## src/jrl_pkg.sv

```systemverilog
// package: types and constants for the register jump and load unit
//
// Behaviour
// RL1: link jump redirects after delay, links PC+8
// RL2: assembler defaults link register to r31
// RL3: equal source and link registers not trapped
// RL4: misaligned jump target faults at fetch
// RL5: plain register jump redirects next cycle, no write
// RL6: address is base plus sign-extended offset
// RL7: signed byte load sign-extends the byte
// RL8: unsigned byte load zero-extends the byte
// RL9: doubleword load writes all 64 bits
// RL10: doubleword load faults on low three bits
// RL11: coprocessor doubleword load hands data, checks alignment
// RL12: software never targets system control coprocessor
// RL13: software keeps target field lowest bit zero
// RL14: left unaligned load fills register from top
// RL15: right unaligned load fills register from bottom
// RL16: unaligned loads never raise alignment faults
// RL17: pending load result bypassed to unaligned load
// RL18: unaligned loads send size and byte offset
// RL19: translation or bus faults are precise, no write
package jrl_pkg;
    localparam int XLEN = 64;
    localparam int IMM_W = 16;
    localparam int REG_IDX_W = 5;
    localparam int COP_SEL_W = 2;
    localparam logic [XLEN-1:0] LINK_OFFSET = 64'h0000_0000_0000_0008;
    localparam logic [REG_IDX_W-1:0] LINK_REG_DEFAULT = 5'h1f;
    localparam logic [1:0] INSN_ALIGN_MASK = 2'h3;
    localparam logic [2:0] DWORD_ALIGN_MASK = 3'h7;
    localparam logic [2:0] SIZE_BYTE = 3'h0;
    localparam logic [2:0] SIZE_DWORD = 3'h7;
    localparam logic [XLEN-1:0] DATA_RESET = 64'h0;
    localparam logic [REG_IDX_W-1:0] IDX_RESET = 5'h0;

    typedef enum logic [2:0] {
        OP_JUMP_VIA_REGISTER = 3'h0,
        OP_JUMP_REG_WITH_LINK = 3'h1,
        OP_LOAD_SIGNED_BYTE = 3'h2,
        OP_LOAD_UNSIGNED_BYTE = 3'h3,
        OP_LOAD_DOUBLEWORD = 3'h4,
        OP_LOAD_DWORD_TO_COP = 3'h5,
        OP_UNALIGNED_LOAD_LEFT = 3'h6,
        OP_UNALIGNED_LOAD_RIGHT = 3'h7
    } jrl_op_t;

    typedef enum logic [2:0] {
        EXC_NONE = 3'h0,
        EXC_ADDR_LOAD = 3'h1,
        EXC_TLB_REFILL = 3'h2,
        EXC_TLB_INVALID = 3'h3,
        EXC_BUS = 3'h4
    } jrl_exc_t;

    typedef enum logic [0:0] {
        ST_IDLE = 1'b0,
        ST_MEM_WAIT = 1'b1
    } jrl_state_t;

    typedef struct packed {
        jrl_op_t op;
        logic [XLEN-1:0] pc;
        logic [XLEN-1:0] src_val;
        logic [XLEN-1:0] base_val;
        logic [XLEN-1:0] old_val;
        logic [IMM_W-1:0] offset;
        logic [REG_IDX_W-1:0] dest;
        logic [COP_SEL_W-1:0] cop_sel;
    } jrl_req_t;

    typedef struct packed {
        logic [XLEN-1:0] vaddr;
        logic [2:0] memory_access_size_code;
        logic [2:0] byte_offset;
    } jrl_mreq_t;

    typedef struct packed {
        logic [XLEN-1:0] data;
        logic tlb_refill;
        logic tlb_invalid;
        logic bus_err;
    } jrl_mrsp_t;
endpackage : jrl_pkg

```

## src/jrl_byte_merge.sv

```systemverilog
// unaligned doubleword byte merge for the left and right loads
`timescale 1ns/1ps
module jrl_byte_merge
    import jrl_pkg::*;
(
    input wire logic [XLEN-1:0] mem_in,
    input wire logic [XLEN-1:0] old_in,
    input wire logic [2:0] byte_sel_in,
    input wire logic left_in,
    output logic [XLEN-1:0] result_out
);
    logic [XLEN-1:0] shifted;
    logic [2:0] keep_edge;

    always_comb begin
        keep_edge = 3'h7 - byte_sel_in;
        if (left_in) begin
            shifted = mem_in << {keep_edge, 3'h0};
        end else begin
            shifted = mem_in >> {byte_sel_in, 3'h0};
        end
        for (int lane = 0; lane < 8; lane++) begin
            // left: lanes at or above 7-byte come from memory
            if (left_in ? (3'(lane) >= keep_edge) : (3'(lane) <= keep_edge)) begin
                result_out[lane*8 +: 8] = shifted[lane*8 +: 8]; // RL14 RL15
            end else begin
                result_out[lane*8 +: 8] = old_in[lane*8 +: 8];
            end
        end
    end
endmodule : jrl_byte_merge

```

## src/jrl_jump_load_unit.sv

```systemverilog
// register jump and load execution unit
`timescale 1ns/1ps
module jrl_jump_load_unit
    import jrl_pkg::*;
(
    input wire logic clk_in,
    input wire logic reset_in,
    input wire logic req_valid_in,
    input wire jrl_req_t req_in,
    input wire logic processor_endian_flag_in,
    input wire logic memory_endian_flag_in,
    input wire logic mem_rsp_valid_in,
    input wire jrl_mrsp_t mem_rsp_in,
    output logic ready_out,
    output logic redirect_valid_out,
    output logic [XLEN-1:0] redirect_pc_out,
    output logic target_misaligned_out,
    output logic mem_req_valid_out,
    output jrl_mreq_t mem_req_out,
    output logic wb_valid_out,
    output logic [REG_IDX_W-1:0] wb_idx_out,
    output logic [XLEN-1:0] wb_data_out,
    output logic cop_valid_out,
    output logic [COP_SEL_W-1:0] cop_sel_out,
    output logic [XLEN-1:0] cop_data_out,
    output logic exc_valid_out,
    output jrl_exc_t exc_code_out,
    output logic [XLEN-1:0] bad_vaddr_out
);
    // ==========================================================
    // request decode
    jrl_state_t state_r;
    jrl_op_t op_r;
    logic [2:0] lane_r;
    logic [REG_IDX_W-1:0] dest_r;
    logic [COP_SEL_W-1:0] cop_r;
    logic [XLEN-1:0] old_r;
    logic [XLEN-1:0] vaddr_r;
    logic accept;
    logic is_jump;
    logic is_dword;
    logic is_unal;
    logic dw_misaligned;
    logic issue_mem;
    logic [XLEN-1:0] eff_addr;
    logic [2:0] byte_sel;
    logic fwd_hit;
    logic rsp_done;
    logic rsp_err;
    logic [7:0] lane_byte;
    logic [XLEN-1:0] merged;
    logic [XLEN-1:0] load_result;

    assign accept = req_valid_in && ready_out;
    assign is_jump = (req_in.op == OP_JUMP_VIA_REGISTER) || (req_in.op == OP_JUMP_REG_WITH_LINK);
    assign is_dword = (req_in.op == OP_LOAD_DOUBLEWORD) || (req_in.op == OP_LOAD_DWORD_TO_COP);
    assign is_unal = (req_in.op == OP_UNALIGNED_LOAD_LEFT) ||
        (req_in.op == OP_UNALIGNED_LOAD_RIGHT);
    assign eff_addr = req_in.base_val +
        {{(XLEN-IMM_W){req_in.offset[IMM_W-1]}}, req_in.offset}; // RL6
    assign byte_sel = eff_addr[2:0] ^ {3{processor_endian_flag_in}};
    assign dw_misaligned = is_dword && ((eff_addr[2:0] & DWORD_ALIGN_MASK) != 3'h0); // RL10 RL11
    // unaligned loads stay inside one doubleword, so no alignment check
    assign issue_mem = accept && !is_jump && !dw_misaligned; // RL16
    // r0 never holds a written value, so never forward into it
    assign fwd_hit = wb_valid_out && (wb_idx_out == req_in.dest) && (req_in.dest != 5'h0);
    assign rsp_done = (state_r == ST_MEM_WAIT) && mem_rsp_valid_in;
    assign rsp_err = mem_rsp_in.tlb_refill || mem_rsp_in.tlb_invalid || mem_rsp_in.bus_err;
    assign lane_byte = mem_rsp_in.data[{lane_r, 3'h0} +: 8];

    // ==========================================================
    // unaligned merge and result select
    jrl_byte_merge u_merge (
        .mem_in(mem_rsp_in.data),
        .old_in(old_r),
        .byte_sel_in(lane_r),
        .left_in(op_r == OP_UNALIGNED_LOAD_LEFT),
        .result_out(merged)
    );

    always_comb begin
        unique case (op_r)
            OP_LOAD_SIGNED_BYTE: load_result = {{(XLEN-8){lane_byte[7]}}, lane_byte}; // RL7
            OP_LOAD_UNSIGNED_BYTE: load_result = {{(XLEN-8){1'b0}}, lane_byte}; // RL8
            OP_UNALIGNED_LOAD_LEFT, OP_UNALIGNED_LOAD_RIGHT: load_result = merged;
            default: load_result = mem_rsp_in.data; // RL9
        endcase
    end

    // ==========================================================
    // sequencing
    always_ff @(posedge clk_in or posedge reset_in) begin
        if (reset_in) begin
            state_r <= ST_IDLE;
            ready_out <= 1'b1;
        end else if (issue_mem) begin
            state_r <= ST_MEM_WAIT;
            ready_out <= 1'b0;
        end else if (rsp_done) begin
            state_r <= ST_IDLE;
            ready_out <= 1'b1;
        end
    end

    always_ff @(posedge clk_in or posedge reset_in) begin
        if (reset_in) begin
            op_r <= OP_JUMP_VIA_REGISTER;
            lane_r <= 3'h0;
            dest_r <= IDX_RESET;
            cop_r <= '0;
            old_r <= DATA_RESET;
            vaddr_r <= DATA_RESET;
        end else if (issue_mem) begin
            op_r <= req_in.op;
            lane_r <= byte_sel;
            dest_r <= req_in.dest;
            cop_r <= req_in.cop_sel;
            old_r <= fwd_hit ? wb_data_out : req_in.old_val; // RL17
            vaddr_r <= eff_addr;
        end
    end

    // ==========================================================
    // jump redirect: target taken now, applied one cycle later
    always_ff @(posedge clk_in or posedge reset_in) begin
        if (reset_in) begin
            redirect_valid_out <= 1'b0;
            redirect_pc_out <= DATA_RESET;
            target_misaligned_out <= 1'b0;
        end else begin
            redirect_valid_out <= accept && is_jump; // RL1 RL5
            if (accept && is_jump) begin
                redirect_pc_out <= req_in.src_val;
                // fault belongs to the fetch of the target, flagged alongside it
                target_misaligned_out <= (req_in.src_val[1:0] & INSN_ALIGN_MASK) != 2'h0; // RL4
            end
        end
    end

    // ==========================================================
    // memory request
    always_ff @(posedge clk_in or posedge reset_in) begin
        if (reset_in) begin
            mem_req_valid_out <= 1'b0;
            mem_req_out <= '0;
        end else begin
            mem_req_valid_out <= issue_mem;
            if (issue_mem) begin
                mem_req_out.vaddr <= eff_addr;
                unique case (req_in.op)
                    OP_UNALIGNED_LOAD_LEFT: begin
                        mem_req_out.memory_access_size_code <= byte_sel; // RL18
                        mem_req_out.byte_offset <= memory_endian_flag_in ? ~byte_sel : 3'h0;
                    end
                    OP_UNALIGNED_LOAD_RIGHT: begin
                        mem_req_out.memory_access_size_code <= ~byte_sel; // RL18
                        mem_req_out.byte_offset <= memory_endian_flag_in ? 3'h0 : byte_sel;
                    end
                    OP_LOAD_SIGNED_BYTE, OP_LOAD_UNSIGNED_BYTE: begin
                        mem_req_out.memory_access_size_code <= SIZE_BYTE;
                        mem_req_out.byte_offset <= eff_addr[2:0];
                    end
                    default: begin
                        mem_req_out.memory_access_size_code <= SIZE_DWORD;
                        mem_req_out.byte_offset <= 3'h0;
                    end
                endcase
            end
        end
    end

    // ==========================================================
    // register write back, coprocessor hand-off
    always_ff @(posedge clk_in or posedge reset_in) begin
        if (reset_in) begin
            wb_valid_out <= 1'b0;
            wb_idx_out <= IDX_RESET;
            wb_data_out <= DATA_RESET;
        end else if (accept && req_in.op == OP_JUMP_REG_WITH_LINK) begin
            // equal source and link indexes are not checked: no trap
            wb_valid_out <= 1'b1; // RL1 RL3
            wb_idx_out <= req_in.dest;
            wb_data_out <= req_in.pc + LINK_OFFSET;
        end else if (rsp_done && !rsp_err && op_r != OP_LOAD_DWORD_TO_COP) begin
            wb_valid_out <= 1'b1;
            wb_idx_out <= dest_r;
            wb_data_out <= load_result;
        end else begin
            wb_valid_out <= 1'b0; // RL19
        end
    end

    always_ff @(posedge clk_in or posedge reset_in) begin
        if (reset_in) begin
            cop_valid_out <= 1'b0;
            cop_sel_out <= '0;
            cop_data_out <= DATA_RESET;
        end else begin
            cop_valid_out <= rsp_done && !rsp_err && op_r == OP_LOAD_DWORD_TO_COP; // RL11
            if (rsp_done && op_r == OP_LOAD_DWORD_TO_COP) begin
                cop_sel_out <= cop_r;
                cop_data_out <= mem_rsp_in.data;
            end
        end
    end

    // ==========================================================
    // precise exceptions
    always_ff @(posedge clk_in or posedge reset_in) begin
        if (reset_in) begin
            exc_valid_out <= 1'b0;
            exc_code_out <= EXC_NONE;
            bad_vaddr_out <= DATA_RESET;
        end else if (accept && dw_misaligned) begin
            exc_valid_out <= 1'b1; // RL10
            exc_code_out <= EXC_ADDR_LOAD;
            bad_vaddr_out <= eff_addr;
        end else if (rsp_done && rsp_err) begin
            exc_valid_out <= 1'b1; // RL19
            exc_code_out <= mem_rsp_in.tlb_refill ? EXC_TLB_REFILL :
                mem_rsp_in.tlb_invalid ? EXC_TLB_INVALID : EXC_BUS;
            bad_vaddr_out <= vaddr_r;
        end else begin
            exc_valid_out <= 1'b0;
            exc_code_out <= EXC_NONE;
        end
    end
endmodule : jrl_jump_load_unit

```

## config.mk

```make
export PLATFORM = sky130hd
export DESIGN_NAME = jrl_jump_load_unit
export DESIGN_NICKNAME = d
export VERILOG_FILES = /design/src/jrl_pkg.sv /design/src/jrl_byte_merge.sv /design/src/jrl_jump_load_unit.sv
export SDC_FILE = /design/constraint.sdc
export NUM_CORES = 1
export LEC_CHECK = 0
export ABC_AREA = 1
export BUFFER_PORTS_ARGS = -buffer_cell sky130_fd_sc_hd__buf_2
export CORE_AREA = 2 2 273 275
export CTS_BUF_LIST = sky130_fd_sc_hd__clkbuf_4 sky130_fd_sc_hd__clkbuf_8 sky130_fd_sc_hd__clkbuf_16
export DETAILED_ROUTE_END_ITERATION = 12
export DIE_AREA = 0 0 275 277
export HOLD_SLACK_MARGIN = 0.06
export SETUP_SLACK_MARGIN = 0.4
export SYNTH_ARGS = -nofsm -noshare
export SYNTH_HDL_FRONTEND = slang
export SYNTH_SLANG_ARGS = --single-unit
export TNS_END_PERCENT = 100
```

## constraint.sdc

```tcl
create_clock -name clk_in -period 30 [get_ports clk_in]
set_input_delay 1.5 -clock clk_in [delete_from_list [all_inputs] [get_ports clk_in]]
set_output_delay 1.5 -clock clk_in [all_outputs]
set_load 0.02 [all_outputs]
```

## Word level (Yosys, flattened, before mapping)

Cells that the tools add are included.

- Register bits after elaboration: 421
- Input bits: 355
- Output and inout port bits: 343
- Word-level logic and storage cells: 132

- Add/subtract/negate cells: 3
- Magnitude comparators: 16
- Equal/unequal tests: 14
- Shifts and indexed selects: 3
- Mux-type cells: 40
- Bitwise logic cells: 2
- Reductions and logical operators: 31

Operators by type and width:

| cell | count |
|---|---|
| $mux 64 | 6 |
| $pmux 64 s3 | 1 |
| $add 64x4->64 const B | 1 |
| $add 64x64->64 | 1 |
| $mux 8 | 8 |
| $shiftx 64x7->8 | 1 |
| $shl 64x6->64 | 1 |
| $shr 64x6->64 | 1 |
| $eq 3x3->1 const B | 7 |
| $mux 3 | 6 |
| $pmux 6 s3 | 1 |
| $mux 1 | 16 |
| $logic_and 1x1->1 | 15 |
| $eq 3x2->1 const B | 4 |
| $ge 3x3->1 const A | 4 |
| $le 3x3->1 const A | 4 |
| $mux 5 | 2 |
| $reduce_bool 2->1 | 4 |
| $ge 1x3->1 const A | 2 |
| $ge 2x3->1 const A | 2 |
| $le 1x3->1 const A | 2 |
| $le 2x3->1 const A | 2 |
| $eq 5x5->1 | 1 |
| $reduce_bool 5->1 | 1 |
| 10 further kinds | 16 |

## Longest topological paths before layout

Gate-level depths: netlist of run 1.

- Word-level depth: 7
- Depth in mapped cells: 16

## Cells and area by module

A second synthesis of run 1 with hierarchy kept.

- Cells, all modules: 4764
- Area total of the unflattened synthesis: 30140.2 sq um

Modules (own cells, without submodules):

| module | times used | cells an instance | area each (sq um) | sequential area each (sq um) |
|---|---|---|---|---|
| jrl_jump_load_unit | 1 | 3979 | 26653.1 | 10536.4 |
| jrl_byte_merge | 1 | 785 | 3487.1 | 0.0 |

## Worst setup path after synthesis of run 1

OpenSTA, ideal clock, no wires.

- Path type: input to register
- Start: input port req_in[7] (netlist bit)
- End: register mem_req_out[15] (netlist bit)
- Setup time: 132 ps
- Arrival: 3321 ps
- Required time: 29868 ps
- Setup slack: 26547 ps
- Stages on the path: 16
- Buffers on the path: 3
- Cells stage by stage: ha_1 > inv_1 > fa_1 > inv_1 > nand2_1 > nand2_2 > nand3_1 > nand3_2 > nand2_1 > nor2_4 > inv_2 > buf_6 > buf_6 > buf_2 > nand2_1 > o21ai_1

- Word-level cells in the longest chain between the ends: 5

RTL lines:

| what | line | RTL |
|---|---|---|
| start, declared | jrl_jump_load_unit.sv:9 | `input wire jrl_req_t req_in,` |
| $add 64x64->64 (*) | jrl_jump_load_unit.sv:59 | `assign eff_addr = req_in.base_val +` |
| $reduce_bool 3->1 | jrl_jump_load_unit.sv:62 | `assign dw_misaligned = is_dword && ((eff_addr[2:0] & DWORD_ALIGN_MASK) != 3'h0);` |
| $logic_and 1x1->1 | jrl_jump_load_unit.sv:62 |  |
| $logic_not 1->1 | jrl_jump_load_unit.sv:64 | `assign issue_mem = accept && !is_jump && !dw_misaligned;` |
| $logic_and 1x1->1 | jrl_jump_load_unit.sv:64 |  |
| end, declared | jrl_jump_load_unit.sv:19 | `output jrl_mreq_t mem_req_out,` |

Every way passes the cells marked *; elsewhere a longest branch is shown, timed or not.
A chain may end at the register's enable or synchronous reset.

## Final worst setup path of run 1

- Start: input port req_in[7] (netlist bit)
- End: register old_r[56]

- Word-level cells in the longest chain between the ends: 5

RTL lines:

| what | line | RTL |
|---|---|---|
| $add 64x64->64 | jrl_jump_load_unit.sv:59 |  |
| $reduce_bool 3->1 | jrl_jump_load_unit.sv:62 |  |
| $logic_and 1x1->1 | jrl_jump_load_unit.sv:62 |  |
| $logic_not 1->1 | jrl_jump_load_unit.sv:64 |  |
| $logic_and 1x1->1 | jrl_jump_load_unit.sv:64 |  |
| end signal, assigned | jrl_jump_load_unit.sv:118 | `old_r <= fwd_hit ? wb_data_out : req_in.old_val;` |
| end, declared | jrl_jump_load_unit.sv:37 | `logic [XLEN-1:0] old_r;` |

Every way passes these cells.

==> tab_implementation.tex, run 1 <==
\begin{tabular}{lr}
\hline
Metric & Value \\
\hline
\multicolumn{2}{l}{\textbf{Floorplan}} \\
Die span in x & 275 microns \\
Initial cell density of the core & between 40\% and 50\% \\
Die footprint & $\sim$76000 sq um \\
Area of the core region & $\sim$74000 sq um \\
Row count & 100 \\
Height of the die & between 200 and 300 microns \\
Number of ports placed on the die boundary & 698 \\
\multicolumn{2}{l}{\textbf{STA}} \\
Final cycle utilization of the critical path & roughly 14\% \\
Total count of max-transition violations in the final report & 0 \\
Number of endpoints failing setup at the final stage & 0 \\
Minimum period implied by the final worst setup slack & 4.249 ns \\
Fmax & between 0.2 and 0.25 GHz \\
Worst clock skew & about 0.027 ns \\
RSZ-0062 raised after global routing & no \\
Slew at the pin closest to its max-slew limit & $\sim$1.2 ns \\
Number of hold-slack violations in the final timing report & 0 \\
Relative slew margins & between 20\% and 30\% \\
Worst Hold Slack & 0.4649 ns \\
Total negative slack & 0 ns \\
\multicolumn{2}{l}{\textbf{Drt}} \\
Number of remaining DRC errors & 0 \\
Detailed router's first-iteration violation count & between 3000 and 4000 \\
First-pass iteration count of the detailed router & 6 \\
Number of vias per cell after detailed routing & between 5 and 6 \\
Post-detailed-route wirelength per cell & roughly 23 microns \\
Routed vias & around 34000 \\
Final Routed Wirelength & 142100 microns \\
Final ANT Viol Nets & 0 \\
\multicolumn{2}{l}{\textbf{Synthesis}} \\
Number of enable-type register cells in the synthesized netlist & 0 \\
Synthesized flop and latch total & $\sim$420 \\
Syn nets & 5130 \\
Combined area of all synthesized cells & slightly below 30000 sq um \\
Total number of yosys warnings & 0 \\
Async S/R FF share, synth & 100.0\% \\
Post-synthesis cell type count & 56 \\
Instance count of the mapped netlist & between 4000 and 5000 \\
Sequential area share after synthesis & a little over a third \\
Synthesized area per cell & 6.314 sq um \\
Synth Flop Type & sky130\_fd\_sc\_hd\_\_dfrtp\_1 \\
\multicolumn{2}{l}{\textbf{Outcome}} \\
Status & complete, no violations \\
\multicolumn{2}{l}{\textbf{Clock network}} \\
Clk sinks & between 400 and 500 \\
TritonCTS buffer count & between 40 and 50 \\
CTS hold repair buffers & 0 \\
Number of gates resized after cts & 0 \\
Clock tree root buffer cell & sky130\_fd\_sc\_hd\_\_clkbuf\_16 \\
CTS tree & done \\
Post-CTS setup repair buffer count & 0 \\
CTS H-Tree Depth & 2 \\
Clock transition time at the flip-flop clock pins of the worst setup and hold paths & roughly 0.06 ns \\
Clock insertion delay at the later pin of the skew report & 0.63 ns \\
Clock Path Buffers & 3 \\
\multicolumn{2}{l}{\textbf{Critical path}} \\
Type of the worst setup path & in -> reg \\
Worst reg2reg setup slack & about 26 ns \\
Startpoint Class & primary input \\
Element type at the critical path end & flop \\
Maximum net fanout on the critical path & 100 \\
Worst endpoint required time & roughly 30 ns \\
Worst-path cell with the longest stage delay & sky130\_fd\_sc\_hd\_\_buf\_4 \\
Signal arrival time at the worst endpoint & around 4.8 ns \\
Top delay family on crit path & buffers and inverters \\
Cell-by-cell trace of the critical path & buf\_2, ha\_1, inv\_1, fa\_1, nand2\_1, nand2\_2, nand3\_1, nand3\_2, nand2\_1, nor2\_4, inv\_6, buf\_4, a21oi\_1, a22oi\_1 \\
Critical path buffer and inverter count & 4 \\
Largest stage delay on the critical path & about 0.8 ns \\
Most frequent cell on the critical path & sky130\_fd\_sc\_hd\_\_nand2\_1 \\
\multicolumn{2}{l}{\textbf{Global route}} \\
Antenna violations before repair & 15 \\
Pin count of the biggest net entering global routing & approximately 150 \\
Overall overflow remaining after global route & 0 \\
Wire length of the first global-routing pass & a little over 200000 microns \\
Overall Global Routing Usage & roughly 36\% \\
Number of global-route vias before repair & between 30000 and 40000 \\
\multicolumn{2}{l}{\textbf{Cells and area}} \\
Most common library cell in the layout ignoring fill and taps & sky130\_fd\_sc\_hd\_\_nand2\_1 \\
Fin nets & approximately 5700 \\
Fillcell total & slightly below 8000 \\
Highest-count cells in the layout ignoring fill and taps & sky130\_fd\_sc\_hd\_\_nand2\_1 (1849), sky130\_fd\_sc\_hd\_\_buf\_2 (697), sky130\_fd\_sc\_hd\_\_inv\_1 (560), sky130\_fd\_sc\_hd\_\_dfrtp\_1 (418), sky130\_fd\_sc\_hd\_\_nand3\_1 (395) \\
Relative area change from synthesis to final layout & 19.58\% \\
Proportion of layout cells with a drive suffix above 1 & approximately 17\% \\
\multicolumn{2}{l}{\textbf{Power and ir drop}} \\
Static power due to leakage & 19.92 nW \\
Worst IR Drop VDD & about 57 uV \\
Power density normalized to cell area & 97.59 nW/um\^{}2 \\
\multicolumn{2}{l}{\textbf{Placed design}} \\
Detailed placement HPWL & $\sim$110000 microns \\
Gp weighted congestion & between 1 and 1.5 \\
Number of port buffers & between 600 and 700 \\
\multicolumn{2}{l}{\textbf{Flow run}} \\
Max\_cap viols & 0 \\
\multicolumn{2}{l}{\textbf{Min path}} \\
Worst Hold Class & reg -> reg \\
\hline
\end{tabular}
[power by group]
part / internal, mW / leakage, nW / switching, mW
sequential: 0.830 / 5.19 / 0.210
clock: 0.386 / 0.873 / 0.265
combinational: 0.502 / 13.9 / 1.28
total: 1.72 / 19.9 / 1.75
[cells in the mapped netlist, types with 2 or more instances]
library cell                number  area, sq um
sky130_fd_sc_hd__nand3_2         2        20.02
sky130_fd_sc_hd__a21oi_1       277         1386
sky130_fd_sc_hd__o21ai_1        52        260.3
sky130_fd_sc_hd__buf_1          24        90.09
sky130_fd_sc_hd__nor2_1        347         1303
sky130_fd_sc_hd__o21bai_1        8        60.06
sky130_fd_sc_hd__nor3_2          2        20.02
sky130_fd_sc_hd__o311ai_0        3        26.28
sky130_fd_sc_hd__o211ai_1       41        307.8
sky130_fd_sc_hd__nand2_1      1851         6948
sky130_fd_sc_hd__a21oi_4         2        32.53
sky130_fd_sc_hd__and2_1          2        12.51
sky130_fd_sc_hd__mux2i_1         2        20.02
sky130_fd_sc_hd__o21a_1          2        15.01
sky130_fd_sc_hd__clkbuf_1       70        262.8
sky130_fd_sc_hd__o22ai_1        14        87.58
sky130_fd_sc_hd__o2111ai_1       2        17.52
sky130_fd_sc_hd__nand4_1        17        106.4
sky130_fd_sc_hd__nor2_4          3        33.78
sky130_fd_sc_hd__a211oi_1        3        22.52
sky130_fd_sc_hd__a21boi_1       20        150.1
sky130_fd_sc_hd__nor2_2          3        18.77
sky130_fd_sc_hd__ha_1           64        800.8
sky130_fd_sc_hd__a22oi_1        18        135.1
sky130_fd_sc_hd__a21boi_0        3        22.52
sky130_fd_sc_hd__nor3_1         42        210.2
sky130_fd_sc_hd__xor2_1         43        376.6
sky130_fd_sc_hd__mux2_2          4        45.04
sky130_fd_sc_hd__nand2_2         5        31.28
sky130_fd_sc_hd__inv_2          13        48.80
sky130_fd_sc_hd__dfrtp_1       420        10510
sky130_fd_sc_hd__buf_4          11        82.58
sky130_fd_sc_hd__xnor2_1        22        192.7
sky130_fd_sc_hd__nand3_1       395         1977
sky130_fd_sc_hd__nor4_1          4        25.02
sky130_fd_sc_hd__o21ai_0       222         1111
sky130_fd_sc_hd__nand3b_1        8        60.06
sky130_fd_sc_hd__inv_1         562         2110
sky130_fd_sc_hd__or2_2           9        56.30
sky130_fd_sc_hd__buf_2          89        445.4
sky130_fd_sc_hd__buf_6           8        90.09
sky130_fd_sc_hd__a31oi_1         4        25.02
sky130_fd_sc_hd__o21ai_2         4        35.03
[layer usage]
layer / track usage (%) / part of all wire [%] / routed length [microns] / vias up
li1: - / - / - / 16056
met5: 0 / 0.074 / 105 / -
met2: 59.12 / 46 / 65840 / 1393
met1: 45.71 / 40 / 57050 / 15765
met4: 20.39 / 6.5 / 9214 / 18
met3: 5.818 / 6.9 / 9851 / 320
[path summary, 6_finish.rpt]
path | startpoint | end | cells past startpoint
worst max-delay path | req_in[7] | old_r[56] | 14
worst min-delay path | redirect_pc_out[55] | redirect_pc_out[55] | 2
worst max register to register | op_r[2] | wb_data_out[11] | 9
worst min register to register | redirect_pc_out[55] | redirect_pc_out[55] | 2
max in group asynchronous | reset_in | mem_req_out[55] | 4
min in group asynchronous | reset_in | cop_data_out[24] | 2
[final cells by class]
class	count	area [sq um]	area share, %
Multi-Input combinational cell	3510	16110	45.29
Sequential cell	421	10540	29.64
Timing Repair Buffer	729	3741	10.52
Inverter	577	2182	6.136
Clock buffer	70	1465	4.120
Tap cell	969	1212	3.409
Clock inverter	21	296.5	0.8339
Antenna cell	6	15.01	0.04222
[worst min-delay path, stage by stage (launching register included)]
cell                      delay [ns]
sky130_fd_sc_hd__dfrtp_1        0.34
sky130_fd_sc_hd__nand2_1        0.05
sky130_fd_sc_hd__nand2_1        0.04
[stage by stage]
step	power (mW)	worst slack (ns)	utilization, %	std cells	area (sq um)
floorplan	2.070	16.78	-	4710	29740
global placement	2.780	25.27	45.92	6206	33780
detailed placement	2.793	25.15	45.92	6206	33780
CTS	3.456	25.81	48.31	6297	35550
global route	3.665	25.53	48.32	6300	35550
finish	3.470	25.75	48.34	6303	35560
[state kept, by name (all words and copies together), names as in the netlist, 3 cells and up]
name / count
bad_vaddr_out: 64
cop_data_out: 64
dest_r: 5
exc_code_out: 3
lane_r: 3
mem_req_out: 70
old_r: 64
op_r: 3
redirect_pc_out: 64
wb_data_out: 64
wb_idx_out: 5
[cells by family (layout without fill, tap and decap cells)]
kind of cell    Yosys count  in the layout  share of synthesized area, %
simple gates           2693           2693                         36.50
fa+ha+maj                65             65                         2.760
buf+inv                 779           1397                         10.56
compound gates          681            681                         12.62
xor+xnor                 65             65                         1.914
mux                       6              6                        0.2188
flops                   421            421                         35.43
other cells               0              6                             0
(Power assumes the default switching activity.)
==> inputs of run 2 (changes only) <==
==> constraint.sdc (replaced) <==
create_clock -name clk_in -period 4.3 [get_ports clk_in]
set_input_delay 0.215 -clock clk_in [delete_from_list [all_inputs] [get_ports clk_in]]
set_output_delay 0.215 -clock clk_in [all_outputs]
set_load 0.02 [all_outputs]
==> run 2 against run 1 <==
Against the previous run:
- sequential share of layout area is 1.8 points lower
- register-to-register slack worse by 25 ns
- global-route usage is 1.5 points higher
- worst setup slack worse by 25 ns
- clock power grew to 7.0 times the previous value
- routed wire length is 4.1% higher
- flip-flop and latch count stayed put
- hold slack worse by 0.41 ns
- sequential power grew to 7.0 times the previous value
- critical path type is now reg -> reg
- critical endpoint is now wb_data_out[0]
==> tab_implementation.tex, run 2 (synthesis gave the netlist of run 1 again) <==
\begin{tabular}{lr}
\hline
Metric & Value \\
\hline
\multicolumn{2}{l}{\textbf{Power and ir drop}} \\
Pwr Total & 24.69 mW (was 3.470 mW) \\
Switching power as a share of total power & 50.29\% (was 50.51\%) \\
Worst IR Drop VDD & 408.7 uV (was 56.82 uV) \\
Static power due to leakage & 20.91 nW (was 19.92 nW) \\
Internal Pwr Total & 12.27 mW (was 1.718 mW) \\
Sw Pwr & 12.42 mW (was 1.753 mW) \\
Clock Power Share & 18.6\% (was 18.8\%) \\
Power share of the combinational group & 51.9\% (was 51.3\%) \\
Sequential power share & 29.6\% (was 30.0\%) \\
Power density normalized to cell area & 652.4 nW/um\^{}2 (was 97.59 nW/um\^{}2) \\
\multicolumn{2}{l}{\textbf{Clock network}} \\
CTS hold repair buffers & 198 (was 0) \\
CTS tree & done (unchanged) \\
CTS H-Tree Depth & 2 (unchanged) \\
Clock tree root buffer cell & sky130\_fd\_sc\_hd\_\_clkbuf\_16 (unchanged) \\
Post-CTS setup repair buffer count & 0 (unchanged) \\
Number of gates resized after cts & 0 (unchanged) \\
Clk sinks & 421 (unchanged) \\
TritonCTS buffer count & 51 (was 49) \\
Clock transition time at the flip-flop clock pins of the worst setup and hold paths & 0.07 ns (was 0.06 ns) \\
Clock Path Buffers & 3 (unchanged) \\
Clock insertion delay at the later pin of the skew report & 0.63 ns (about the same) \\
\multicolumn{2}{l}{\textbf{STA}} \\
Total count of max-transition violations in the final report & 0 (unchanged) \\
Relative slew margins & 28.08\% (was 23.04\%) \\
Number of endpoints failing setup at the final stage & 0 (unchanged) \\
Slew at the pin closest to its max-slew limit & 1.071 ns (was 1.154 ns) \\
Minimum period implied by the final worst setup slack & 3.341 ns \\
Worst clock skew & 0.02498 ns (was 0.02698 ns) \\
Fmax & around 0.3 GHz \\
Number of hold-slack violations in the final timing report & 0 (unchanged) \\
RSZ-0062 raised after global routing & no (unchanged) \\
Final cycle utilization of the critical path & slightly below 80\% \\
\multicolumn{2}{l}{\textbf{Floorplan}} \\
Die span in x & 275 microns (unchanged) \\
Height of the die & 277 microns (unchanged) \\
Area of the core region & 73570 sq um (unchanged) \\
Die footprint & 76180 sq um (unchanged) \\
Number of ports placed on the die boundary & 698 (unchanged) \\
Initial cell density of the core & 40.42\% (unchanged) \\
Row count & 100 (unchanged) \\
\multicolumn{2}{l}{\textbf{Critical path}} \\
Reg2reg start & lane\_r[0] (was op\_r[2]) \\
Critical path buffer and inverter count & 2 (was 4) \\
Top delay family on crit path & buffers and inverters (unchanged) \\
Maximum net fanout on the critical path & 71 (was 100) \\
Cell-by-cell trace of the critical path & buf\_4, o21ai\_0, nand2\_1, nand2\_1, o21ai\_1, nand2\_1, nand2\_1, o211ai\_1, a21oi\_1, dlygate4sd3\_1 (was buf\_2, ha\_1, inv\_1, fa\_1, nand2\_1, nand2\_2, nand3\_1, nand3\_2, nand2\_1, nor2\_4, inv\_6, buf\_4, a21oi\_1, a22oi\_1) \\
Signal arrival time at the worst endpoint & 3.90 ns (was 4.76 ns) \\
Worst reg2reg setup slack & 0.96 ns (was 26.15 ns) \\
Depth of the worst register-to-register path & 10 (was 9) \\
Startpoint Class & flop (was primary input) \\
Type of the worst setup path & reg -> reg (was in -> reg) \\
Worst flop-to-flop path endpoint & wb\_data\_out[0] (was wb\_data\_out[11]) \\
Worst-path cell with the longest stage delay & sky130\_fd\_sc\_hd\_\_dfrtp\_4 (was sky130\_fd\_sc\_hd\_\_buf\_4) \\
Most frequent cell on the critical path & sky130\_fd\_sc\_hd\_\_nand2\_1 (unchanged) \\
CP Depth & 10 (was 14) \\
Largest stage delay on the critical path & 0.75 ns (was 0.82 ns) \\
Worst endpoint required time & 4.86 ns (was 30.52 ns) \\
Element type at the critical path end & flop (unchanged) \\
\multicolumn{2}{l}{\textbf{Drt}} \\
Detailed router's first-iteration violation count & 3343 (was 3407) \\
Met1 Routed Length & 58510 microns (was 57050 microns) \\
Number of remaining DRC errors & 0 (unchanged) \\
Post-detailed-route wirelength per cell & 22.66 microns (was 22.54 microns) \\
First-pass iteration count of the detailed router & 6 (unchanged) \\
Met2 Routed Length & 68940 microns (was 65840 microns) \\
Highest layer used for signal routing & met5 (unchanged) \\
Routed vias & 34787 (was 33552) \\
Detailed route wirelength on metal3 & 10560 microns (was 9851 microns) \\
Final Routed Wirelength & 147900 microns (was 142100 microns) \\
Final ANT Viol Nets & 0 (unchanged) \\
Number of vias per cell after detailed routing & 5.331 (was 5.323) \\
\multicolumn{2}{l}{\textbf{Placed design}} \\
Number of port buffers & 697 (unchanged) \\
Placed Cells incl. Taps & 6225 (was 6206) \\
Detailed placement HPWL & 115800 microns (was 112500 microns) \\
Gp weighted congestion & 1.097 (was 1.050) \\
\multicolumn{2}{l}{\textbf{Global route}} \\
Overall overflow remaining after global route & 0 (unchanged) \\
Number of global-route vias before repair & 33295 (was 31864) \\
Overall Global Routing Usage & 37.85\% (was 36.34\%) \\
Wire length of the first global-routing pass & 215000 microns (was 206200 microns) \\
Antenna violations before repair & 13 (was 15) \\
Pin count of the biggest net entering global routing & 128 (was 151) \\
\multicolumn{2}{l}{\textbf{Min path}} \\
Worst Hold Class & in -> reg (was reg -> reg) \\
Beginning of the worst hold path & req\_in[267] (was redirect\_pc\_out[55]) \\
Hold Path Depth & 7 (was 2) \\
Hold-critical path endpoint & wb\_data\_out[52] (was redirect\_pc\_out[55]) \\
\multicolumn{2}{l}{\textbf{Cells and area}} \\
Highest-count cells in the layout ignoring fill and taps & sky130\_fd\_sc\_hd\_\_nand2\_1 (1849), sky130\_fd\_sc\_hd\_\_buf\_2 (697), sky130\_fd\_sc\_hd\_\_inv\_1 (560), sky130\_fd\_sc\_hd\_\_dfrtp\_1 (418), sky130\_fd\_sc\_hd\_\_nand3\_1 (395) (unchanged) \\
Fillcell total & 7581 (was 7915) \\
Fin nets & 5927 (was 5708) \\
Relative area change from synthesis to final layout & 27.29\% (was 19.58\%) \\
Most common library cell in the layout ignoring fill and taps & sky130\_fd\_sc\_hd\_\_nand2\_1 (unchanged) \\
Final Instance Count excl. Fillers & 6526 (was 6303) \\
Largest Register & mem\_req\_out (unchanged) \\
Proportion of layout cells with a drive suffix above 1 & 16.32\% (was 16.55\%) \\
Flip-flop count of the largest register, all copies and words added & 70 (unchanged) \\
\multicolumn{2}{l}{\textbf{Outcome}} \\
Status & complete, no violations (unchanged) \\
\multicolumn{2}{l}{\textbf{Flow run}} \\
Max\_cap viols & 0 (unchanged) \\
\hline
\end{tabular}
## run 2: changes by cell type in the layout (fill, tap and decap cells not counted), moves of 2 or more
cell,change
sky130_fd_sc_hd__buf_12,+11
sky130_fd_sc_hd__clkbuf_16,+2
sky130_fd_sc_hd__dlygate4sd3_1,+198
sky130_fd_sc_hd__clkbuf_4,+5
sky130_fd_sc_hd__clkinv_2,-2
sky130_fd_sc_hd__bufinv_16,-2
sky130_fd_sc_hd__inv_6,+2
sky130_fd_sc_hd__buf_4,+8
## run 2: metal layers
metal,global-route usage [%],vias up
met3,5.705,385
li1,-,16461
met2,61.84,1605
met5,0,-
met4,21.66,14
met1,47.43,16322
## run 2: worst max-delay path by stage
stage	endpoint	from
6_report	wb_data_out[0]	lane_r[0]
5_1_grt	wb_data_out[0]	op_r[2]
4_1_cts	wb_data_out[0]	op_r[2]
3_5_place_dp	wb_data_out[34]	lane_r[0]
3_3_place_gp	wb_data_out[34]	lane_r[0]
2_1_floorplan	bad_vaddr_out[0]	reset_in
## run 2: power by group through the flow
stage	clock network [mW]	registers [mW]	logic [mW]
finish	4.58	7.30	12.8
floorplan	0	8.64	5.80
detailed placement	0	7.29	12.4
global placement	0	7.30	12.4
CTS	4.64	7.26	12.6
global route	4.79	7.49	13.7
## run 2: layout make-up
type | instances | area [sq um] | area share [%]
Clock buffer | 78 | 1567 | 4.138
Timing Repair Buffer | 946 | 6003 | 15.86
Sequential cell | 421 | 10540 | 27.85
Clock inverter | 18 | 221.5 | 0.5851
Antenna cell | 7 | 17.52 | 0.04628
Multi-Input combinational cell | 3510 | 16110 | 42.56
Inverter | 577 | 2178 | 5.755
Tap cell | 969 | 1212 | 3.203
## run 2: worst reg2reg max path: cells and delay by family, from the launching register on
kind                   cells  cell delay (ns)
flip-flops                 1             0.75
AND/OR/NAND/NOR            4             0.49
buffers and inverters      2             1.25
AO/OA/AOI/OAI              4             0.82
## run 2: through the flow
step	instance area [sq um]	setup slack [ns]	util, %	TNS [ns]	hold slack, ns
finish	37850	0.9586	51.45	0	0.05530
global route	37850	0.8528	51.44	0	0.07902
CTS	37840	1.107	51.43	0	0.06372
detailed placement	34070	1.369	46.30	0	0.4194
global placement	34070	1.395	46.30	0	0.4160
floorplan	29740	-1.594	-	-669.37	0.3222
